### src/hw/rst_pkg.sv
package rst_pkg;
  // synchroniser depth: three stages, change counted when stages two and three agree
  localparam int SYNC_STAGES = 3;
  // cycles the control lines are driven inactive before they float
  localparam int QUIESCE_CYCLES = 1;
  localparam logic [1:0] QUIESCE_W = 2'h2;
  // inactive (deasserted) levels of the bus control outputs
  localparam logic CTRL_RD_N_IDLE = 1'h1;
  localparam logic CTRL_WR_N_IDLE = 1'h1;
  localparam logic CTRL_ALE_IDLE = 1'h0;
  localparam logic CTRL_DEN_N_IDLE = 1'h1;
  localparam logic CTRL_LOCK_N_IDLE = 1'h1;
  // pull-up weak level for the strap pins
  localparam logic PULL_LEVEL = 1'h1;
  localparam int UPPER_ADDR_W = 3;

  typedef enum logic [1:0] {
    ST_RUN,
    ST_QUIESCE,
    ST_FLOAT
  } seq_state_t;

  typedef struct packed {
    logic rd_n;
    logic wr_n;
    logic ale;
    logic den_n;
    logic lock_n;
  } bus_ctrl_t;

  localparam bus_ctrl_t CTRL_IDLE = '{
    rd_n: CTRL_RD_N_IDLE,
    wr_n: CTRL_WR_N_IDLE,
    ale: CTRL_ALE_IDLE,
    den_n: CTRL_DEN_N_IDLE,
    lock_n: CTRL_LOCK_N_IDLE
  };
endpackage

### src/hw/reset_sync_and_strap_control.sv
// Function
// - full reset whenever reset input low for two or more consecutive clock samples
// - reset input synchronised before internal use
// - abort bus: drive inactive, then float
// - strap pins become pulled-up inputs in reset
// - low top address strap requests emulation
module reset_sync_and_strap_control (
  // clock and external reset
  input wire logic core_clk,
  input wire logic resetn,
  input wire logic ext_reset_in_n,
  // core side bus controls and address in run mode
  input rst_pkg::bus_ctrl_t core_ctrl,
  input wire logic core_top_addr,
  input wire logic [rst_pkg::UPPER_ADDR_W-1:0] core_upper_addr,
  // pin level of the top address / emulation strap
  input wire logic top_address_emul_strap_in,
  // bus control pins
  output rst_pkg::bus_ctrl_t ctrl_out,
  output logic ctrl_oe,
  // strap pins: output, enable, weak pull-up
  output logic top_address_emul_strap_out,
  output logic top_address_emul_strap_oe,
  output logic [rst_pkg::UPPER_ADDR_W-1:0] upper_address_bits_out,
  output logic upper_address_bits_oe,
  output logic lock_oe,
  output logic strap_pullup_en,
  // internal reset and mode
  output logic core_reset_q,
  output logic onchip_emulation_mode
);
  logic rin_level;
  logic strap_s1_q, strap_s2_q, strap_s3_q;
  logic strap_level_q, strap_level_d;
  rst_pkg::seq_state_t state_q, state_d;
  logic [1:0] cnt_q, cnt_d;
  logic core_reset_d;
  logic emul_q, emul_d;
  rst_pkg::bus_ctrl_t ctrl_d;
  logic ctrl_oe_d, drive_d, pull_d;
  logic top_d;
  logic [rst_pkg::UPPER_ADDR_W-1:0] upper_d;

  reset_in_sync u_rin (
    .core_clk(core_clk),
    .pin_in(ext_reset_in_n),
    .level_q(rin_level)
  );

  always_comb begin
    strap_level_d = strap_level_q;
    if (strap_s2_q == strap_s3_q) begin
      strap_level_d = strap_s3_q;
    end
  end

  always_ff @(posedge core_clk) begin
    strap_s1_q <= top_address_emul_strap_in;
    strap_s2_q <= strap_s1_q;
    strap_s3_q <= strap_s2_q;
    strap_level_q <= strap_level_d;
  end

  always_comb begin
    state_d = state_q;
    cnt_d = cnt_q;
    core_reset_d = ~rin_level;
    emul_d = emul_q;
    unique case (state_q)
      rst_pkg::ST_RUN: begin
        if (!rin_level) begin
          state_d = rst_pkg::ST_QUIESCE;
          cnt_d = '0;
        end
      end
      rst_pkg::ST_QUIESCE: begin
        if (cnt_q == rst_pkg::QUIESCE_W'(rst_pkg::QUIESCE_CYCLES - 1)) begin
          state_d = rst_pkg::ST_FLOAT;
        end else begin
          cnt_d = cnt_q + 2'h1;
        end
      end
      rst_pkg::ST_FLOAT: begin
        if (rin_level) begin
          state_d = rst_pkg::ST_RUN;
          emul_d = ~strap_level_q;
        end
      end
      default: state_d = rst_pkg::ST_QUIESCE;
    endcase
  end

  always_comb begin
    ctrl_d = core_ctrl;
    ctrl_oe_d = 1'h1;
    drive_d = 1'h1;
    pull_d = 1'h0;
    top_d = core_top_addr;
    upper_d = core_upper_addr;
    // emulation mode floats the outputs
    if (emul_d) begin
      ctrl_oe_d = 1'h0;
      drive_d = 1'h0;
    end
    if (state_d != rst_pkg::ST_RUN) begin
      ctrl_d = rst_pkg::CTRL_IDLE;
      ctrl_oe_d = (state_d == rst_pkg::ST_QUIESCE);
      drive_d = 1'h0;
      pull_d = rst_pkg::PULL_LEVEL;
      top_d = rst_pkg::PULL_LEVEL;
      upper_d = {rst_pkg::UPPER_ADDR_W{rst_pkg::PULL_LEVEL}};
    end
  end

  always_ff @(posedge core_clk) begin
    if (!resetn) begin
      state_q <= rst_pkg::ST_QUIESCE;
      cnt_q <= '0;
      core_reset_q <= 1'h1;
      emul_q <= 1'h0;
      ctrl_out <= rst_pkg::CTRL_IDLE;
      ctrl_oe <= 1'h1;
      top_address_emul_strap_out <= 1'h1;
      top_address_emul_strap_oe <= 1'h0;
      upper_address_bits_out <= '1;
      upper_address_bits_oe <= 1'h0;
      lock_oe <= 1'h0;
      strap_pullup_en <= 1'h1;
    end else begin
      state_q <= state_d;
      cnt_q <= cnt_d;
      core_reset_q <= core_reset_d;
      emul_q <= emul_d;
      ctrl_out <= ctrl_d;
      ctrl_oe <= ctrl_oe_d;
      top_address_emul_strap_out <= top_d;
      top_address_emul_strap_oe <= drive_d;
      upper_address_bits_out <= upper_d;
      upper_address_bits_oe <= drive_d;
      lock_oe <= drive_d;
      strap_pullup_en <= pull_d;
    end
  end

  assign onchip_emulation_mode = emul_q;
endmodule

### src/hw/reset_in_sync.sv
module reset_in_sync (
  // clock only, no reset
  input wire logic core_clk,
  // asynchronous pin
  input wire logic pin_in,
  // filtered level
  output logic level_q
);
  logic [2:0] sync_q;
  logic [2:0] sync_d;
  logic level_d;

  always_comb begin
    sync_d = {sync_q[1:0], pin_in};
    level_d = level_q;
    if (sync_q[1] == sync_q[2]) begin
      level_d = sync_q[2];
    end
  end

  // no reset here: this is the reset path itself, it comes up low through the pin
  always_ff @(posedge core_clk) begin
    sync_q <= sync_d;
    level_q <= level_d;
  end
endmodule

### config.mk
export PLATFORM = sky130hd
export DESIGN_NAME = reset_sync_and_strap_control
export DESIGN_NICKNAME = d
export VERILOG_FILES = /design/src/hw/rst_pkg.sv /design/src/hw/reset_sync_and_strap_control.sv /design/src/hw/reset_in_sync.sv
export SDC_FILE = /design/constraint.sdc
export NUM_CORES = 1
export LEC_CHECK = 0
export BUFFER_PORTS_ARGS = -buffer_cell sky130_fd_sc_hd__buf_2
export CORE_MARGIN = 4
export CORE_UTILIZATION = 46
export DETAILED_ROUTE_END_ITERATION = 16
export GPL_TIMING_DRIVEN = 0
export PLACE_DENSITY = 0.74
export SETUP_SLACK_MARGIN = 0.15
export SYNTH_ARGS = -nofsm -noshare
export SYNTH_HDL_FRONTEND = slang
export SYNTH_SLANG_ARGS = --single-unit
### constraint.sdc
create_clock -name core_clk -period 1.3 [get_ports core_clk]
set_clock_uncertainty 0.05 [all_clocks]
set_input_delay 0.26 -clock core_clk [delete_from_list [all_inputs] [get_ports core_clk]]
set_output_delay 0.26 -clock core_clk [all_outputs]
set_load 0.01 [all_outputs]
-- Word-level counts from Yosys, hierarchy flattened
Cells that the tools add are included.
- $add $sub $neg: 1
- eq/ne operators: 7
- mux-type cells: 12
- bitwise operators: 3
- reductions and logical operators: 6
- operators with widths (cell ; number):
    $mux 2 ; 5
    $pmux 2 s3 ; 1
    $mux 1 ; 5
    $eq 2x1->1 const B ; 2
    $logic_not 2->1 ; 2
    $ne 2x2->1 const B ; 2
    $pmux 2 s2 ; 1
    $reduce_bool 2->1 ; 2
    $not 1->1 ; 3
    $reduce_and 3->1 ; 1
    $add 2x1->2 const B ; 1
    $eq 1x1->1 ; 2
    $eq 2x2->1 const B ; 1
    $reduce_or 2->1 ; 1
- flip-flop bits (word level): 26
- bits of input ports: 13
- output and inout port bits: 16

-- Longest topological paths before layout
Gate-level depths: netlist of run 1.
- word-level depth: 5
- mapped depth: 5
- gate-level depth less buffers: 5

-- Hierarchy
Synthesis of run 1 repeated with hierarchy kept, for this count alone.
- cells, all modules: 70
- area total of the unflattened synthesis: 813.3 µm²
- modules (own cells, without submodules) (module ; times used ; cells an instance ; area each (µm²)):
    reset_sync_and_strap_control ; 1 ; 65 ; 714.4
    reset_in_sync ; 1 ; 5 ; 98.8

-- Worst setup path before layout of run 1
No wires, ideal clock.
- kind: register -> register
- start point: register cnt_q[0]
- end point: register cnt_q[1]
- setup time: 0.126 ns
- data arrival time: 0.971 ns
- data required time: 1.124 ns
- slack: 0.154 ns
- stages on the path, launching flop included: 6
- period minus slack after synthesis: 1.146 ns
- path through: dfxtp_1 -> inv_1 -> ha_1 -> nor3b_1 -> o21ai_0 -> a21boi_0
- word-level cells in the longest chain between the ends: 3
- elaborated cells between the ends (all ways): 6
- ends and longest elaborated chain (what ; line ; RTL):
    start: declaration ; reset_sync_and_strap_control.sv:36 ; logic [1:0] cnt_q, cnt_d;
    start signal: assignment ; reset_sync_and_strap_control.sv:131 ; cnt_q <= cnt_d;
    $add 2x1->2 or $logic_not 2->1 (tied branches) ; reset_sync_and_strap_control.sv:80, reset_sync_and_strap_control.sv:77 ;
    $mux 2 or $ne 2x2->1 (tied branches) ; n/a ;
    $pmux 2 s2 or $reduce_and 3->1 (tied branches) ; n/a ;
Parallel ways exist; a longest one is shown, timed or not. The select of a mux whose other input is x is not followed.
A chain may end at the register's enable or synchronous reset.

-- Worst setup path in the final report of run 1
- start point: register u_rin.level_q
- end point: register ctrl_oe
- word-level cells in the longest chain between the ends: 4
- elaborated cells between the ends (all ways): 9
- ends and longest elaborated chain (what ; line ; RTL):
    start: declaration ; reset_in_sync.sv:7 ; output logic level_q
    start signal: assignment ; reset_in_sync.sv:24 ; level_q <= level_d;
    $mux 2 (tied with other cells) ; reset_sync_and_strap_control.sv:84 ; if (rin_level) begin
    $pmux 2 s3 or $mux 1 (tied branches) ; reset_sync_and_strap_control.sv:69 ; unique case (state_q)
    $eq 2x1->1 (tied with other cells) ; reset_sync_and_strap_control.sv:107 ; ctrl_oe_d = (state_d == rst_pkg::ST_QUIESCE);
    $mux 1 * ; reset_sync_and_strap_control.sv:105 ; if (state_d != rst_pkg::ST_RUN) begin
    end signal: assignment ; reset_sync_and_strap_control.sv:135 ; ctrl_oe <= ctrl_oe_d;
    end: declaration ; reset_sync_and_strap_control.sv:20 ; output logic ctrl_oe,
Mark *: on every way between the ends. The rest lies on a longest branch, timed or not.

==> results of run 1 <==
per-layer routing:
layer  GRT usage [%]  vias to the layer above  part of all wire (%)
li1                -                      302                     -
met1           14.26                      262                    39
met2           23.79                       20                    52
met3           5.723                        6                   5.7
met4           6.912                        0                   2.4
met5               0                        -                     0
state kept, by name, summed over array words and instances (netlist names), 2 cells and up:
| name | cells |
|---|---|
| upper_address_bits_out | 3 |
| state_q | 2 |
| u_rin.sync_q | 3 |
| ctrl_out | 5 |
| cnt_q | 2 |
cell families after synthesis:
family,count (synthesis),synth area share (%)
xor+xnor,2,2.181
compound gates,9,7.164
simple gates,23,17.29
flops,26,67.29
buf+inv,5,3.270
mux,1,1.246
fa+ha+maj,1,1.557
worst paths after layout:
check,endpoint,depth (start not counted),slack [ns],startpoint
min reg2reg,strap_s2_q,0,0.29,strap_s1_q
max reg2reg,ctrl_oe,3,0.06,u_rin.level_q
max,ctrl_oe,3,0.06,u_rin.level_q
min,ctrl_out[0],2,0.08,core_ctrl[0]
cell type report:
type	count	area (um2)	area share, %
buffer	2	22.52	1.927
clock buffer	3	22.52	1.927
clock inverter	1	30.03	2.570
inverter	3	11.26	0.9636
multi-input combinational	37	299.0	25.59
sequential	26	550.5	47.11
tap	16	20.02	1.713
timing repair buffer	34	212.7	18.20
synth_stat cells (all sizes together):
| cell type | n | share of area [%] |
|---|---|---|
| and2 | 3 | 2.3 |
| inv | 3 | 1.4 |
| xnor2 | 2 | 2.2 |
| nor3b | 1 | 0.93 |
| and2b | 1 | 1.1 |
| or3b | 1 | 1.1 |
| edfxtp | 2 | 7.5 |
| nand3b | 2 | 1.9 |
| nor2 | 2 | 0.93 |
| and3 | 1 | 0.78 |
| buf | 2 | 1.9 |
| ha | 1 | 1.6 |
| or2 | 8 | 6.2 |
| mux2i | 1 | 1.2 |
| o21ai | 5 | 3.1 |
| a21boi | 3 | 3.3 |
| a31oi | 1 | 0.78 |
| nor3 | 1 | 0.62 |
| nand2 | 3 | 1.4 |
| dfxtp | 24 | 60 |
metrics by stage:
| step | utilization (%) | hold slack (ns) | power [mW] |
|---|---|---|---|
| after floorplan | - | 0.2377 | 0.9627 |
| after global placement | 61.11 | 0.2644 | 1.014 |
| after detailed placement | 61.11 | 0.2664 | 1.018 |
| after CTS | 70.56 | 0.05056 | 1.587 |
| after global routing | 74.13 | 0.04978 | 1.671 |
| final | 74.13 | 0.07832 | 1.594 |
critical path: stages, from the launching register on:
cell and delay, ns:
edfxtp_1 0.46, or3b_4 0.40, a21boi_2 0.16, a31oi_1 0.05
power groups by stage:
stage,sequential (mW),combinational [mW],clock (mW)
floorplan,0.906,0.0569,0
global placement,0.897,0.117,0
detailed placement,0.899,0.119,0
CTS,0.882,0.149,0.556
global route,0.892,0.192,0.587
finish,0.885,0.174,0.535
repair_timing:
item,CTS,global route
endpoints found under the setup margin,14,19
pin swaps,3,3
resized for setup,17,14
hold endpoints to repair,2,0
gates cloned,0,1
hold buffers,2,0
setup buffers,3,1
==> reports/results.ini, run 1 <==
[outcome]
status=complete, no violations

[pwr]
p_int_mw=1.266
ir_worst_vdd_mv=0.9454
combPwrFrac_pct=10.9
p_seq_share_pct=55.5
p_leak_nw=0.5049
swShare_pct=20.58
clkPwrFrac_pct=33.6
p_switching_mw=0.3281
power_density_nw_per_um2=1364

[die]
initial_core_util_pct=50.95
dieWidth_um=49.79
die_y_um=49.79
io_pins=29
row_count=14
design.die.area_um2=2479
core-area_um2=1577

[setup_path]
crit_arrival_ns=1.39
critPathMaxFanout=4
end_kind=flip-flop
cp-start-kind=flip-flop
required_ns=1.46
critical_path_class=reg2reg

[grt]
antenna_found_initial=0
grt_pass1_wl_mm=2.518
grt_max_degree=16
overflow=0
first_global_vias=581
grtUsageTotal_pct=13.81

[flow_run]
maxCapViolCount=0

[clocking]
cts_tree=done
clkSinkCount=26
cts_buffer_depth=2
clk-insertion-delay-late_ns=0.31
cts_inserted_buffers=3
cts_root_buffer=clkbuf_4
clk_pin_slew_ns=0.13
htreeDepth=1

[timing]
worstMarginPinSlew_ns=0.2134
rsz0062_at_grt=yes
period_share_pct=95.05
slew_headroom_pct=85.49
postLayoutSetupSlackWorst_ns=0.06438
fin_tns_setup_ns=0
period_needed_ns=1.236
slew_violations=0
hold_viol=0
setup_viol=0
fmax_mhz=809.3

[synthesis]
yosysWarnings=0
syn_avg_cell_area_um2=11.99
ys_ff_latch=26
ys_seq_area_share_pct=67.29
synth_nets=81
synth.distinct_cells=21
synthCells=67
syn-cell-area_um2=803.3

[drt]
drtIter0Drc=8
vias=590
drc=0
wirelength_mm=1.502
first_pass_iters=3
antenna_left=0
viasPerCell=4.836
drt-wirelength-per-cell_um=12.31

[final_layout]
area_growth_pct=45.48
nFillCells=112
fin_nets=121
fin_area_um2=1169
layout.cells.non_filler=122
drive_gt1_share_pct=57.55
final_common_cell=buf_2
n_antenna_cell=0
mostFrequentLayoutCells=buf_2, dfxtp_1, or2_4

[hold_path]
holdCritPathClass=in2reg

[placed_design]
port-buffer-count=28
place_inst=111
gp_congestion=0.7470
dpl_worst_slack_ns=0.04358
place_hpwl_um=890
place_area_um2=963.4

(Power assumes the default switching activity.)
==> run 2: changes to the inputs <==
--- a/config.mk
+++ b/config.mk
@@ -7,10 +7,11 @@
 export LEC_CHECK = 0
 export BUFFER_PORTS_ARGS = -buffer_cell sky130_fd_sc_hd__buf_2
 export CORE_MARGIN = 4
-export CORE_UTILIZATION = 46
+export CORE_UTILIZATION = 49
+export CTS_BUF_LIST = sky130_fd_sc_hd__clkbuf_4
 export DETAILED_ROUTE_END_ITERATION = 16
 export GPL_TIMING_DRIVEN = 0
-export PLACE_DENSITY = 0.74
+export PLACE_DENSITY = 0.78
 export SETUP_SLACK_MARGIN = 0.15
 export SYNTH_ARGS = -nofsm -noshare
 export SYNTH_HDL_FRONTEND = slang
==> run 2 against run 1 <==
Sequential cell count did not move. Global-route usage is 0.36 points lower. Final area fell by 4.5%. Combinational power decreased by 3%. Count of clock-buffer cells in the layout unchanged. Largest power group unchanged. Worst setup slack worse by 0.0030 ns. Clock power down 42%. Maximum frequency shrank 0.24%.
==> reports/results.ini, run 2 (same netlist as run 1, synthesis figures left out) <==
[placed_design]
place_area_um2=963.4  ; unchanged
place_hpwl_um=928.8  ; was 890 um
gp_congestion=0.7727  ; was 0.7470
port-buffer-count=28  ; unchanged

[flow_run]
maxCapViolCount=0  ; unchanged

[clocking]
cts_buffer_depth=2  ; unchanged
clkSinkCount=26  ; unchanged
htreeDepth=1  ; unchanged
clk_pin_slew_ns=0.12  ; was 0.13 ns
cts_root_buffer=clkbuf_4  ; unchanged
clk-insertion-delay-late_ns=0.30  ; was 0.31 ns
cts_inserted_buffers=3  ; unchanged
cts_tree=done  ; unchanged

[hold_path]
holdCritPathClass=in2reg  ; unchanged

[die]
die_y_um=48.49  ; was 49.79 um
io_pins=29  ; unchanged
core-area_um2=1524  ; was 1577 um2
row_count=14  ; unchanged
initial_core_util_pct=52.71  ; was 50.95%
design.die.area_um2=2351  ; was 2479 um2
dieWidth_um=48.49  ; was 49.79 um

[setup_path]
end_kind=flip-flop  ; unchanged
cp-start-kind=flip-flop  ; unchanged
crit_arrival_ns=1.42  ; was 1.39 ns
cpPeakStageDelay_ns=0.45  ; was 0.46 ns
slowest_stage=edfxtp_1  ; unchanged
crit_family=flip-flops  ; unchanged
crit_chain=buf_4 -> buf_4 -> nor2_1 -> o21ai_1 -> a31oi_1  ; was or3b_4 -> a21boi_2 -> a31oi_1
critPathMaxFanout=4  ; unchanged
critPathBufInv=2  ; was 0
cpMostUsedCell=buf_4
required_ns=1.49  ; was 1.46 ns
critical_path_class=reg2reg  ; unchanged

[timing]
slew_violations=0  ; unchanged
rsz0062_at_grt=yes  ; unchanged
setup_viol=0  ; unchanged
hold_viol=0  ; unchanged
period_share_pct=95.27  ; was 95.05%
period_needed_ns=1.239  ; was 1.236 ns
worstMarginPinSlew_ns=0.2443  ; was 0.2134 ns
fmax_mhz=807.4  ; was 809.3 MHz
slew_headroom_pct=83.39  ; was 85.49%

[grt]
grtUsageMet3_pct=3.374  ; was 5.723%
grt_pass1_wl_mm=2.504  ; was 2.518 mm
overflow=0  ; unchanged
grtUsageTotal_pct=13.46  ; was 13.81%
met2_usage_pct=23.91  ; was 23.79%
antenna_found_initial=0  ; unchanged
grtUsageMet1_pct=12.57  ; was 14.26%
first_global_vias=611  ; was 581
grt_max_degree=14  ; was 16
grt_busiest_layer=met2  ; unchanged

[final_layout]
nFillCells=113  ; was 112
fin_nets=121  ; unchanged
area_growth_pct=38.94  ; was 45.48%
top_register=ctrl_out  ; unchanged
mostFrequentLayoutCells=buf_2, dfxtp_1, dfxtp_2  ; was buf_2, dfxtp_1, or2_4
fin_area_um2=1116  ; was 1169 um2
reg_top3=ctrl_out (5), u_rin.sync_q (3), upper_address_bits_out (3)  ; unchanged
largest_register_ffs=5  ; unchanged
n_antenna_cell=0  ; unchanged
final_common_cell=buf_2  ; unchanged
drive_gt1_share_pct=58.10  ; was 57.55%

[drt]
vias=594  ; was 590
wirelength_mm=1.569  ; was 1.502 mm
drc=0  ; unchanged
drtIter0Drc=11  ; was 8
viasPerCell=4.909  ; was 4.836
first_pass_iters=4  ; was 3
drt-wirelength-per-cell_um=12.97  ; was 12.31 um
antenna_left=0  ; unchanged

[pwr]
combPwrFrac_pct=12.4  ; was 10.9%
power_density_nw_per_um2=1221  ; was 1364 nW/um2
swShare_pct=22.52  ; was 20.58%
p_leak_nw=0.4753  ; was 0.5049 nW
p_seq_share_pct=64.9  ; was 55.5%
clkPwrFrac_pct=22.7  ; was 33.6%
p_switching_mw=0.3069  ; was 0.3281 mW
ir_worst_vdd_mv=0.8425  ; was 0.9454 mV
p_int_mw=1.056  ; was 1.266 mW
total_power_mw=1.363  ; was 1.594 mW

[outcome]
status=complete, no violations  ; unchanged

-- run 2: routing by layer --
metal  share of wire [%]  vias up
met3                 4.7        6
met1                  37      277
met4                 3.3        0
met5                   0        -
met2                  55       17
li1                    -      294
-- run 2: final timing paths --
path | slack, ns | startpoint | depth (start not counted) | endpoint
min | 0.08 | core_ctrl[1] | 2 | ctrl_out[1]
max | 0.06 | u_rin.level_q | 5 | ctrl_oe
min reg2reg | 0.29 | u_rin.sync_q[0] | 0 | u_rin.sync_q[1]
max reg2reg | 0.06 | u_rin.level_q | 5 | ctrl_oe
-- run 2: power by group through the flow --
stage	sequential, mW	clock (mW)	combinational [mW]
after floorplan	0.906	0	0.0569
after global placement	0.897	0	0.117
after detailed placement	0.900	0	0.120
after CTS	0.882	0.325	0.149
after global routing	0.893	0.375	0.186
final	0.885	0.310	0.169
-- run 2: layout make-up --
| class | instances | area, um2 | area share [%] |
|---|---|---|---|
| tap | 16 | 20.02 | 1.794 |
| inverter | 3 | 11.26 | 1.009 |
| multi-input combinational | 37 | 289.0 | 25.90 |
| sequential | 26 | 548.0 | 49.10 |
| clock buffer | 3 | 22.52 | 2.018 |
| timing repair buffer | 34 | 202.7 | 18.16 |
| buffer | 2 | 22.52 | 2.018 |
-- run 2: worst register-to-register path, stage by stage, from the launching register on --
cell and delay [ns]:
edfxtp_1 0.45, buf_4 0.15, buf_4 0.13, nor2_1 0.11
o21ai_1 0.11, a31oi_1 0.18
-- run 2: per-stage QoR --
stage / utilization (%) / std cells / TNS [ns] / worst slack, ns / hold slack [ns]
6_report: 73.23 / 121 / 0 / 0.06143 / 0.08312
5_1_grt: 73.23 / 121 / -0.01246 / -0.01246 / 0.04876
4_1_cts: 70.20 / 119 / 0 / 0.09296 / 0.07197
3_5_place_dp: 63.22 / 111 / 0 / 0.04407 / 0.2653
3_3_place_gp: 63.22 / 111 / 0 / 0.07837 / 0.2623
2_1_floorplan: - / 67 / 0 / 0.1537 / 0.2377
-- run 2: what timing repair did --
item / 4_1_cts / 5_1_grt
pin swaps: 0 / 7
endpoints found under the hold margin: 2 / 0
resized for setup: 15 / 15
buffers inserted: 3 / 1
hold buffers: 2 / 0
endpoints found under the setup margin: 14 / 18
gates cloned: 0 / 1
==> run 3: changes to the inputs <==
--- a/config.mk
+++ b/config.mk
@@ -5,6 +5,7 @@
 export SDC_FILE = /design/constraint.sdc
 export NUM_CORES = 1
 export LEC_CHECK = 0
+export ABC_AREA = 1
 export BUFFER_PORTS_ARGS = -buffer_cell sky130_fd_sc_hd__buf_2
 export CORE_MARGIN = 4
 export CORE_UTILIZATION = 49
==> run 3 against run 2 <==
Register-to-register slack improved by 0.11 ns. First-iteration DRC count is 45% lower. Critical endpoint is now upper_address_bits_oe. Largest cell class unchanged. Maximum frequency rose by 3.9%. Highest routed layer unchanged. Largest power group unchanged. Worst hold slack worse by 0.021 ns.
==> reports/results.ini, run 3 <==
[synthesis]
synthTopCellsByArea=dfxtp_1, edfxtp_1, nand2_1  ; was dfxtp_1, edfxtp_1, or2_2
yosysTopAreaCellShare_pct=58.63  ; was 59.81%
ys_ff_latch=26  ; unchanged
synth.distinct_cells=17  ; was 21
synthCells=82  ; was 67
ys_seq_area_share_pct=65.95  ; was 67.29%
yosysWarnings=0  ; unchanged
synth_nets=96  ; was 81
synth_flop_cell=dfxtp_1  ; unchanged
ys_top_cells_by_count=dfxtp_1, nand2_1, nor2_1  ; was dfxtp_1, or2_2, o21ai_0
yosysMostFrequentCell=dfxtp_1  ; unchanged
synth_area_leader_cell=dfxtp_1  ; unchanged
synth_edf_count=2  ; unchanged
syn_avg_cell_area_um2=9.994  ; was 11.99 um2
syn-cell-area_um2=819.5  ; was 803.3 um2
synth-async-reset-ratio_pct=0  ; unchanged

[outcome]
status=complete, no violations  ; unchanged

[placed_design]
place_hpwl_um=920.9  ; was 928.8 um
port-buffer-count=28  ; unchanged
gp_congestion=0.8040  ; was 0.7727

[timing]
setup_viol=0  ; unchanged
period_needed_ns=1.192  ; was 1.239 ns
slew_headroom_pct=87.68  ; was 83.39%
worstMarginPinSlew_ns=0.1846  ; was 0.2443 ns
fin_tns_setup_ns=0  ; unchanged
period_share_pct=91.68  ; was 95.27%
slew_violations=0  ; unchanged
hold_viol=0  ; unchanged
fmax_mhz=839.1  ; was 807.4 MHz
rsz0062_at_grt=yes  ; unchanged

[setup_path]
cpMostUsedCell=buf_6  ; was buf_4
crit_family=flip-flops  ; unchanged
end_kind=output port  ; was flip-flop
rr_endpoint=ctrl_out[1]  ; was ctrl_oe
critical_path_class=reg2out  ; was reg2reg
r2r_cells=5  ; unchanged
required_ns=0.99  ; was 1.49 ns
cp-start-kind=flip-flop  ; unchanged
cpPeakStageDelay_ns=0.36  ; was 0.45 ns
crit_arrival_ns=0.88  ; was 1.42 ns
r2r_start=u_rin.level_q  ; unchanged
r2r_slack_ns=0.17  ; was 0.06 ns
slowest_stage=dfxtp_2  ; was edfxtp_1
critPathBufInv=2  ; unchanged
crit_chain=buf_6 -> buf_6  ; was buf_4 -> buf_4 -> nor2_1 -> o21ai_1 -> a31oi_1
critPathMaxFanout=3  ; was 4

[clocking]
htreeDepth=1  ; unchanged
cts_tree=done  ; unchanged
cts_root_buffer=clkbuf_4  ; unchanged
cts_buffer_depth=2  ; unchanged
clk_pin_slew_ns=0.13  ; was 0.12 ns
clkSinkCount=26  ; unchanged
clk-insertion-delay-late_ns=0.31  ; was 0.30 ns
cts_inserted_buffers=3  ; unchanged

[grt]
grt_pass1_wl_mm=2.283  ; was 2.504 mm
overflow=0  ; unchanged
first_global_vias=578  ; was 611
antenna_found_initial=0  ; unchanged
grt_max_degree=16  ; was 14
grtUsageTotal_pct=12.01  ; was 13.46%

[drt]
drt-wirelength-per-cell_um=10.58  ; was 12.97 um
wirelength_mm=1.439  ; was 1.569 mm
first_pass_iters=4  ; unchanged
drc=0  ; unchanged
antenna_left=0  ; unchanged
vias=611  ; was 594
viasPerCell=4.493  ; was 4.909
drtIter0Drc=6  ; was 11

[final_layout]
reg_top3=ctrl_out (5), u_rin.sync_q (3), upper_address_bits_out (3)  ; unchanged
n_antenna_cell=0  ; unchanged
mostFrequentLayoutCells=buf_2, dfxtp_1, nand2_1  ; was buf_2, dfxtp_1, dfxtp_2
final_common_cell=buf_2  ; unchanged
fin_nets=135  ; was 121
drive_gt1_share_pct=40.83  ; was 58.10%
nFillCells=114  ; was 113
largest_register_ffs=5  ; unchanged
multi_input_area_um2=226.5  ; was 289.0 um2
area_growth_pct=36.49  ; was 38.94%
top_register=ctrl_out  ; unchanged
seq_area_um2=543.0  ; was 548.0 um2

[die]
design.die.area_um2=2391  ; was 2351 um2
core-area_um2=1541  ; was 1524 um2
initial_core_util_pct=53.17  ; was 52.71%
row_count=14  ; unchanged
dieWidth_um=48.90  ; was 48.49 um
die_y_um=48.90  ; was 48.49 um
io_pins=29  ; unchanged

[pwr]
total_power_mw=2.136  ; was 1.363 mW
p_leak_nw=0.5143  ; was 0.4753 nW
ir_worst_vdd_mv=1.046  ; was 0.8425 mV
power_density_nw_per_um2=1910  ; was 1221 nW/um2

[hold_path]
min_from=core_ctrl[4]  ; was core_ctrl[1]
holdCritPathClass=in2reg  ; unchanged
whs_endpoint=ctrl_out[4]  ; was ctrl_out[1]
hold_depth=2  ; unchanged

[flow_run]
maxCapViolCount=0  ; unchanged

-- run 3: cell types whose count changed in the layout (fill, tap and decap cells not counted), sizes merged, moves of 2 or more --
cell / before / now
a21boi: 3 / 0
nor2: 2 / 9
inv: 3 / 9
nand3: 0 / 4
a21oi: 0 / 3
and2: 3 / 0
o21ai: 5 / 1
nand3b: 2 / 0
nand2: 4 / 15
-- run 3: where the power goes --
part	total (mW)	internal, mW	switching, mW
sequential	0.999	0.932	0.0675
combinational	0.603	0.277	0.326
clock	0.534	0.312	0.223
total	2.14	1.52	0.616
-- run 3: worst max-delay path by stage --
stage	from	end	slack, ns	cells past startpoint
floorplan	u_rin.level_q	ctrl_out[0]	0.23	5
global placement	u_rin.level_q	ctrl_out[4]	0.17	5
detailed placement	u_rin.level_q	upper_address_bits_out[0]	0.10	5
CTS	lock_oe	upper_address_bits_oe	0.10	2
global route	lock_oe	upper_address_bits_oe	0.07	2
finish	lock_oe	upper_address_bits_oe	0.11	2
-- run 3: worst register-to-register path, cell delays in order, from the launching register on --
cell and delay (ns):
edfxtp_1 0.43, nand2_2 0.07, nor2_2 0.09, inv_2 0.06, buf_6 0.12, or2_1 0.21
-- run 3: what timing repair did --
item,in CTS,in global routing
pin swaps,0,2
gates resized for setup,7,6
gates cloned,0,1
endpoints found under the hold margin,2,0
endpoints found under the setup margin,9,12
setup buffers,2,1
hold buffers,2,0
-- run 3: layout make-up --
type,instances,area share [%]
flip-flops and latches,26,48.55
multi-input cells,44,20.25
repair buffers,34,18.46
inverters,9,3.244
plain buffers,3,3.020
clock inverters,1,2.685
clock buffers,3,2.013
well taps,16,1.790
-- run 3: logic make-up (layout without fill, tap and decap cells) --
group                      count (synthesis)  after routing  share of synthesized area (%)
buffers and inverters                     12             50                          7.329
adders and majority gates                  1              1                          1.526
and+or+nand+nor                           37             37                          20.61
AOI/OAI and AO/OA                          4              4                          2.442
DFF                                       26             26                          65.95
xor gates and xnor gates                   2              2                          2.138
-- run 3: metal layers --
layer	track usage, %	vias to the layer above	part of all wire (%)
li1	-	327	-
met2	22.83	15	54
met5	0	-	0
met4	6.726	0	1.1
met3	3.058	2	4.8
met1	11.30	267	40
-- run 3: stage by stage --
stage                     cells  area, um2  utilization (%)  setup WS (ns)  hold WS, ns
after floorplan              82      819.5                -         0.2328       0.2377
after global placement      126      979.7            63.56         0.1656       0.2612
after detailed placement    126      979.7            63.56         0.1040       0.2638
after CTS                   134       1092            70.86         0.1026      0.05181
after global routing        136       1119            72.56        0.06790      0.04126
final                       136       1119            72.56         0.1082      0.06246
